<file path="src/esf_pkg.sv">
// Constants shared by the error status flag logger
package esf_pkg;
	localparam logic [7:0] ESF_CFG_OFFSET = 8'hc8;
	localparam int ESF_REG_W = 16;
	localparam logic [15:0] ESF_RESET_VAL = 16'h0000;
	localparam int ESF_BIT_SBE = 0;
	localparam int ESF_BIT_MBE = 1;
	localparam int ESF_BIT_REFRESH = 8;
	localparam int ESF_BIT_LOCK = 9;
	localparam int ESF_BIT_THERMAL = 11;
	localparam logic [15:0] ESF_IMPL_MASK = 16'h0b03;
	localparam int ESF_REFRESH_LIMIT = 1024;
	localparam int ESF_ADDR_W = 32;
	localparam int ESF_SYN_W = 8;
	localparam int ESF_DST_W = 8;
endpackage

</file>
<file path="src/esf_refresh_watch.sv">
// Pending refresh counter raising a level at the timeout threshold
`timescale 1ns/10ps
module esf_refresh_watch #(
	parameter int LIMIT = esf_pkg::ESF_REFRESH_LIMIT
) (
	input wire logic clk,
	input wire logic rst_n,
	input wire logic refresh_enq,
	input wire logic refresh_deq,
	output logic at_limit
);
	import esf_pkg::*;
	localparam int CW = $clog2(LIMIT + 1);
	localparam logic [CW-1:0] LIMIT_C = CW'(LIMIT);
	localparam logic [CW-1:0] ONE_C = CW'(1);

	typedef struct packed {
		logic [CW-1:0] pending;
		logic at_limit;
	} esf_rw_state_type;

	esf_rw_state_type st_q, st_d;

	if (LIMIT < 2) begin : g_bad_limit
		$error("LIMIT must be at least 2");
	end

	always_comb begin
		st_d = st_q;
		// Saturate: the queue cannot hold more than the threshold anyway
		if (refresh_enq && !refresh_deq && st_q.pending != LIMIT_C) begin
			st_d.pending = st_q.pending + ONE_C;
		end else if (refresh_deq && !refresh_enq && st_q.pending != '0) begin
			st_d.pending = st_q.pending - ONE_C;
		end
		st_d.at_limit = (st_d.pending == LIMIT_C);
	end

	always_ff @(posedge clk) begin
		if (!rst_n) begin
			st_q <= '0;
		end else begin
			st_q <= st_d;
		end
	end

	assign at_limit = st_q.at_limit;
endmodule // esf_refresh_watch

</file>
<file path="src/esf_logger.sv">
// Sticky error status flags, error log lock rules and error message requests
`timescale 1ns/10ps
module esf_logger #(
	parameter int REFRESH_LIMIT = esf_pkg::ESF_REFRESH_LIMIT
) (
	input wire logic clk,
	input wire logic rst_n,
	input wire logic cfg_wr,
	input wire logic cfg_rd,
	input wire logic [7:0] cfg_addr,
	input wire logic [1:0] cfg_be,
	input wire logic [esf_pkg::ESF_REG_W-1:0] cfg_wdata,
	output logic [esf_pkg::ESF_REG_W-1:0] cfg_rdata,
	input wire logic [esf_pkg::ESF_REG_W-1:0] error_message_enables,
	input wire logic global_serr_enable,
	input wire logic thermal_smi_enable,
	input wire logic thermal_sci_enable,
	input wire logic thermal_trip,
	input wire logic locked_nondram_access,
	input wire logic refresh_enq,
	input wire logic refresh_deq,
	input wire logic ecc_single_err,
	input wire logic ecc_multi_err,
	input wire logic [esf_pkg::ESF_ADDR_W-1:0] err_addr,
	input wire logic [esf_pkg::ESF_SYN_W-1:0] err_syndrome,
	input wire logic [esf_pkg::ESF_DST_W-1:0] err_dest,
	output logic [esf_pkg::ESF_REG_W-1:0] error_status_flags,
	output logic [esf_pkg::ESF_ADDR_W-1:0] error_address_log,
	output logic [esf_pkg::ESF_SYN_W-1:0] error_syndrome_log,
	output logic [esf_pkg::ESF_DST_W-1:0] error_destination_log,
	output logic serr_msg,
	output logic smi_msg,
	output logic sci_msg
);
	import esf_pkg::*;

	typedef struct packed {
		logic [ESF_REG_W-1:0] flags;
		logic [ESF_ADDR_W-1:0] addr_log;
		logic [ESF_SYN_W-1:0] syn_log;
		logic [ESF_DST_W-1:0] dst_log;
		logic [ESF_REG_W-1:0] rdata;
		logic serr;
		logic smi;
		logic sci;
	} esf_state_type;

	esf_state_type st_q, st_d;
	logic refresh_limit;
	logic hit;
	logic [ESF_REG_W-1:0] clr_mask;
	logic [ESF_REG_W-1:0] set_vec;
	logic [ESF_REG_W-1:0] rise;
	logic therm_sent;

	if (REFRESH_LIMIT < 2) begin : g_bad_limit
		$error("REFRESH_LIMIT must be at least 2");
	end

	esf_refresh_watch #(.LIMIT(REFRESH_LIMIT)) u_refresh (
		.clk(clk),
		.rst_n(rst_n),
		.refresh_enq(refresh_enq),
		.refresh_deq(refresh_deq),
		.at_limit(refresh_limit)
	);

	always_comb begin
		st_d = st_q;
		hit = (cfg_addr == ESF_CFG_OFFSET);
		// Byte lanes gate the write-one-to-clear; reserved bits masked out
		clr_mask = {{8{cfg_be[1]}}, {8{cfg_be[0]}}} & cfg_wdata & ESF_IMPL_MASK;
		if (!(cfg_wr && hit)) begin
			clr_mask = '0;
		end
		// Thermal flag only when some message really goes out, and never twice
		therm_sent = thermal_trip && !st_q.flags[ESF_BIT_THERMAL] && (thermal_smi_enable || thermal_sci_enable
			|| (global_serr_enable && error_message_enables[ESF_BIT_THERMAL]));
		set_vec = '0;
		set_vec[ESF_BIT_THERMAL] = therm_sent;
		set_vec[ESF_BIT_LOCK] = locked_nondram_access;
		set_vec[ESF_BIT_REFRESH] = refresh_limit;
		set_vec[ESF_BIT_MBE] = ecc_multi_err;
		set_vec[ESF_BIT_SBE] = ecc_single_err;
		// Set wins over a clear in the same cycle
		st_d.flags = ((st_q.flags & ~clr_mask) | set_vec) & ESF_IMPL_MASK;
		rise = set_vec & ~st_q.flags;
		st_d.serr = global_serr_enable && |(rise & error_message_enables & ESF_IMPL_MASK);
		st_d.smi = therm_sent && thermal_smi_enable;
		st_d.sci = therm_sent && thermal_sci_enable;
		// Multi-bit logs unless already locked by an earlier multi-bit
		if (ecc_multi_err && !st_q.flags[ESF_BIT_MBE]) begin
			st_d.addr_log = err_addr;
			st_d.syn_log = err_syndrome;
			st_d.dst_log = err_dest;
		end else if (ecc_single_err && !st_q.flags[ESF_BIT_SBE] && !st_q.flags[ESF_BIT_MBE]) begin
			st_d.addr_log = err_addr;
			st_d.syn_log = err_syndrome;
			st_d.dst_log = err_dest;
		end
		st_d.rdata = (cfg_rd && hit) ? (st_q.flags & ESF_IMPL_MASK) : '0;
	end

	always_ff @(posedge clk) begin
		if (!rst_n) begin
			st_q <= '0;
			st_q.flags <= ESF_RESET_VAL;
		end else begin
			st_q <= st_d;
		end
	end

	assign cfg_rdata = st_q.rdata;
	assign error_status_flags = st_q.flags;
	assign error_address_log = st_q.addr_log;
	assign error_syndrome_log = st_q.syn_log;
	assign error_destination_log = st_q.dst_log;
	assign serr_msg = st_q.serr;
	assign smi_msg = st_q.smi;
	assign sci_msg = st_q.sci;
endmodule // esf_logger

</file>
<file path="config.mk">
export PLATFORM = sky130hd
export DESIGN_NAME = esf_logger
export DESIGN_NICKNAME = d
export VERILOG_FILES = /design/src/esf_pkg.sv /design/src/esf_refresh_watch.sv /design/src/esf_logger.sv
export SDC_FILE = /design/constraint.sdc
export NUM_CORES = 1
export LEC_CHECK = 0
export ABC_CLOCK_PERIOD_IN_PS = 1700
export BUFFER_PORTS_ARGS = -buffer_cell sky130_fd_sc_hd__buf_2
export CAP_MARGIN = 20
export CORE_MARGIN = 4
export CORE_UTILIZATION = 40
export CTS_CLUSTER_DIAMETER = 40
export DETAILED_ROUTE_END_ITERATION = 10
export PLACE_DENSITY = 0.83
export SYNTH_ARGS = -nofsm -noshare
export SYNTH_HDL_FRONTEND = slang
export SYNTH_SLANG_ARGS = --single-unit
</file>
<file path="constraint.sdc">
create_clock -name clk -period 1.7 [get_ports clk]
set_input_delay 0.085 -clock clk [delete_from_list [all_inputs] [get_ports clk]]
set_output_delay 0.085 -clock clk [all_outputs]
set_load 0.02 [all_outputs]
</file>
# Word-level counts from Yosys, hierarchy flattened
# Index checks and enable logic that the tools add are counted.
[totals]
inputBits = 103
out_inout_bits = 83
word_cells = 55
reg_bits = 84
[op_classes]
n_reduce_logical = 26
bitwise_logic = 7
n_addsub = 2
muxes = 6
n_eq_ne = 3
[ops]
columns = ["cell", "n"]
rows = [
  ["48-bit two-way mux", 2],
  ["12-bit AND", 4],
  ["12-bit two-way mux", 2],
  ["12-bit inverter", 2],
  ["11-bit two-way mux", 2],
  ["1-bit logical AND", 15],
  ["12-bit bitwise OR", 1],
  ["11-bit by 1-bit adder with 11-bit output (second input constant)", 1],
  ["11-bit == test (second input constant)", 1],
  ["11-bit != test (second input constant)", 1],
  ["11-bit nonzero test", 1],
  ["11-bit by 1-bit subtractor with 11-bit output (second input constant)", 1],
  ["8-bit == test (second input constant)", 1],
  ["1-bit logical NOT", 5],
  ["5-bit OR reduction", 1],
  ["1-bit logical OR", 2],
  ["2-bit AND reduction", 1],
  ["2-bit nonzero test", 1],
]

# Depth between registers and ports, before layout
[logic_depth]
depth_word = 7
depth_mapped = 8
mapped_depth_nobuf = 8

# Modules after synthesis
# Synthesis repeated with hierarchy kept, for this count alone.
[hier_totals]
hier_cells = 389
area_unflattened_um2 = 3210.6
[modules_own_cells]
columns = ["module", "cells_per_inst", "instances", "area_per_inst_um2", "seq_area_each_um2"]
rows = [
  ["esf_logger", 285, 1, 2306.0, 1221.2],
  ["esf_refresh_watch", 104, 1, 904.6, 240.2],
]

# Worst setup path before layout
# No wires, ideal clock.
[synth_path]
kind = "register to register"
start = "register u_refresh.st_q[1] (netlist bit)"
end = "register u_refresh.st_q (netlist bit u_refresh.at_limit)"
arrival_ns = 1.798
setup_slack_ns = -0.215
required_ns = 1.583
setup_time_ns = 0.117
path_buffers = 0
path_stages_with_launch = 9
period_less_slack_ns = 1.915
cell_sequence = "dfxtp_1 -> inv_1 -> ha_1 -> nor4b_4 -> a31oi_1 -> a41oi_1 -> xnor2_1 -> nor3_2 -> and4bb_1"
[synth_between]
elab_chain_len = 5
word_cells_on_any_way = 9
cone_classes = "add/sub: 2; eq/ne: 2; mux: 2; reduce/logical: 3"
[synth_rtl]
columns = ["element", "line", "rtl"]
rows = [
  ["from (decl)", "esf_refresh_watch.sv:22", "esf_rw_state_type st_q, st_d;"],
  ["from (signal assigned)", "esf_refresh_watch.sv:43", "st_q <= st_d;"],
  ["parallel branches: the longest is 3 deep, another holds 11-bit by 1-bit subtractor with 11-bit output", "--", ""],
  ["11-bit two-way mux *", "esf_refresh_watch.sv:31", "if (refresh_enq && !refresh_deq && st_q.pending != LIMIT_C) begin"],
  ["11-bit == test *", "esf_refresh_watch.sv:36", "st_d.at_limit = (st_d.pending == LIMIT_C);"],
]
# Every way passes the cells marked *.
# A chain may end at the register's enable or synchronous reset.

# Worst setup path in the final report
[layout_path]
start = "register u_refresh.st_q[2] (netlist bit)"
end = "register u_refresh.st_q (netlist bit u_refresh.at_limit)"
# The elaborated chain is that of the path after synthesis.

==> out/metrics.cfg <==
[logic_synthesis]
synth_edf_count = 0
ys_async_sr_fraction_pct = 0
synth_top_flop_cell = dfxtp_1
yosys_warnings = 0
netlist_top_cells_count = 113 x nand2_1, 73 x dfxtp_1, 53 x a21oi_1, 25 x buf_4, 21 x nor2_1
synth_top_area_cell = dfxtp_1
postSynthCellCount = 401
synth_most_common_cell = nand2_1
synth_area_leaders = dfxtp_1 45%, nand2_1 13%, a21oi_1 8.2%, buf_4 5.8%, nor2_1 2.4%
yosysSeqAreaShare_pct = 45.2
synth_seq_cells = 73
synth_cell_types = 53
syn_avg_cell_area_um2 = 8.06
yosysTopAreaCellShare_pct = 45.2
syn-cell-area_um2 = 3230

[drt]
wl_mm = 10.9
drt_first_pass_iters = 5
wl_per_cell_um = 14.6
initialDrtViolationCount = 131
route.detailed.drc = 0
route.vias.total = 3618
antenna_left = 0
via_per_inst = 4.86

[global_routing]
grt_max_degree = 49
grt_pass1_wl_mm = 16.8
grt.total_usage_pct = 21.5
overflow = 0
antenna_found_initial = 0
grt_pass1_vias = 3536

[floorplanning]
core_area_um2 = 7810
die_y_um = 97.9
fp.dieW_um = 97.9
io_pins = 186
die_area_um2 = 9580
initial_core_util_pct = 41.4
rows = 32

[cts]
cts.sinks = 73
htreeDepth = 3
clk_latency_ps = 340
cts_buffers = 9
cts_tree = built
clock_path_buffers = 2
root_buffer = clkbuf_8
clk_pin_slew_worst_paths_ps = 70

[cells_and_area]
fin_nets = 742
areaGrowthSynthToFinish_pct = 63.2
antenna-diode-count = 0
final_area_um2 = 5270
drive_above_1_share_pct = 39.4
fillers = 618

[pwr]
clockPowerShare_pct = 22.9
power_uw = 6430
power_density_nw_per_um2 = 1220
netSwitchingPower_uw = 2160
intPower_uw = 4270
p_comb_share_pct = 45.4
ir_drop_v = 0.00115
swShare_pct = 33.6
p_leak_uw = 0.00246
seq_power_share_pct = 31.7

[setup_path]
crit_path_end_kind = register
crit_slowest_cell = dfxtp_2
reg2reg_depth = 9
cp-startpoint = u_refresh.st_q[2]
crit_type = reg -> reg
cpPeakStageDelay_ps = 350
critical_path.cell_chain = inv_2 -> ha_4 -> nor4b_4 -> buf_4 -> a31o_4 -> o32ai_4 -> xnor2_1 -> nand4_1 -> and4bb_1
crit_arrival_ps = 2210
critPathMaxFanout = 3
rrSetupSlack_ps = -230
required_ps = 1980
timing.rr.start = u_refresh.st_q[2]
endpoint = u_refresh.at_limit
worstSetupStartpointType = register
rr_endpoint = u_refresh.at_limit

[placement]
io_buffers = 141
hpwl_mm = 7.07
dpl_cell_area_um2 = 4250
globalplace.congestion = 0.954

[timing]
period_needed_ps = 1930
hold_violations = 0
rsz0062_at_grt = true
finalSetupViolCount = 7
holdWs_ps = 29.6
slew_violations = 0
clock_skew_ps = 2.45
fin_setup_tns_ps = -534
layout_setup_ws_ps = -230
fmax_mhz = 518
fin_crit_sh_pct = 114

[status]
run_status = finished with violations
failed_checks = negative setup slack

[run]
maxCapViolations = 0

[min_path]
min_path_type = in -> reg

logic make-up after synthesis:
| group | synth area share [%] |
|---|---|
| compound gates | 14.0 |
| xor+xnor | 1.90 |
| fa+ha+maj | 0.774 |
| buf+inv | 9.80 |
| flops | 45.2 |
| mux | 0.930 |
| other cells | 0.116 |
| simple gates | 27.3 |
timing repair:
item                       CTS  global route
resized for setup           13            26
buffers inserted             7             8
hold buffers                53             1
setup endpoints to repair    8            11
gates cloned                 0             0
hold endpoints to repair    53             1
pin swaps                   14            15
cell type report:
type / instances / area [um2] / share of cell area [%]
Multi-Input combinational cell: 298 / 1730 / 32.8
Tap cell: 102 / 128 / 2.42
Clock inverter: 6 / 91.3 / 1.73
Timing Repair Buffer: 249 / 1700 / 32.1
Inverter: 6 / 22.5 / 0.427
Clock buffer: 10 / 128 / 2.42
Sequential cell: 73 / 1480 / 28.0
power by group through the flow:
| stage | clock network, uW | logic (uW) | registers [uW] |
|---|---|---|---|
| after floorplan | 0 | 1260 | 2130 |
| after global placement | 0 | 2100 | 2040 |
| after detailed placement | 0 | 2140 | 2050 |
| after CTS | 1520 | 2380 | 2020 |
| after global routing | 1620 | 3110 | 2060 |
| final | 1470 | 2920 | 2040 |
per-stage QoR:
step	util, %	worst slack [ps]	cells
after global routing	67.5	-326	744
after global placement	54.4	-187	661
after detailed placement	54.4	-238	661
after CTS	65.1	-225	736
final	67.5	-230	744
after floorplan	-	-149	422
per-layer routing:
layer	wire length, um	vias up	part of all wire [%]	track usage [%]
met1	4000	1693	37	23.2
li1	-	1780	-	-
met2	6050	123	56	41.0
met5	0	-	0	0
met4	172	0	1.6	5.22
met3	634	22	5.8	6.00
worst min path at each step:
stage | from | end | cells after the start
finish | thermal_sci_enable | sci_msg | 2
detailed placement | global_serr_enable | serr_msg | 3
global route | thermal_sci_enable | sci_msg | 2
CTS | error_message_enables[11] | serr_msg | 3
floorplan | global_serr_enable | serr_msg | 2
global placement | ecc_single_err | error_status_flags[0] | 3
sequential cells by signal, indices dropped and copies added, names as in the netlist:
| name | cells |
|---|---|
| cfg_rdata | 5 |
| error_address_log | 32 |
| error_destination_log | 8 |
| error_status_flags | 5 |
| error_syndrome_log | 8 |
| sci_msg | 1 |
| serr_msg | 1 |
| smi_msg | 1 |
| u_refresh.at_limit | 1 |
| u_refresh.st_q | 11 |
placed cells by master, fill, tap and decap left out, types with 6 or more instances in the layout:
cell,instances
dlygate4sd3_1,54
nand2_1,111
buf_2,141
dfxtp_1,65
clkbuf_8,9
buf_4,47
and3_1,6
nor2_1,17
nor3_1,8
a21oi_1,53
nand4_1,6
and2_1,7
conb_1,22
worst max-delay path, delay by kind of cell (launching register included):
| kind | cells | cell delay [ps] |
|---|---|---|
| AO/OA/AOI/OAI | 2 | 450 |
| adder cells (fa/ha/maj) | 1 | 150 |
| AND/OR/NAND/NOR | 3 | 550 |
| XOR/XNOR | 1 | 170 |
| buffers and inverters | 2 | 190 |
| flip-flops | 1 | 350 |
Power figures use the tool's default switching activity.
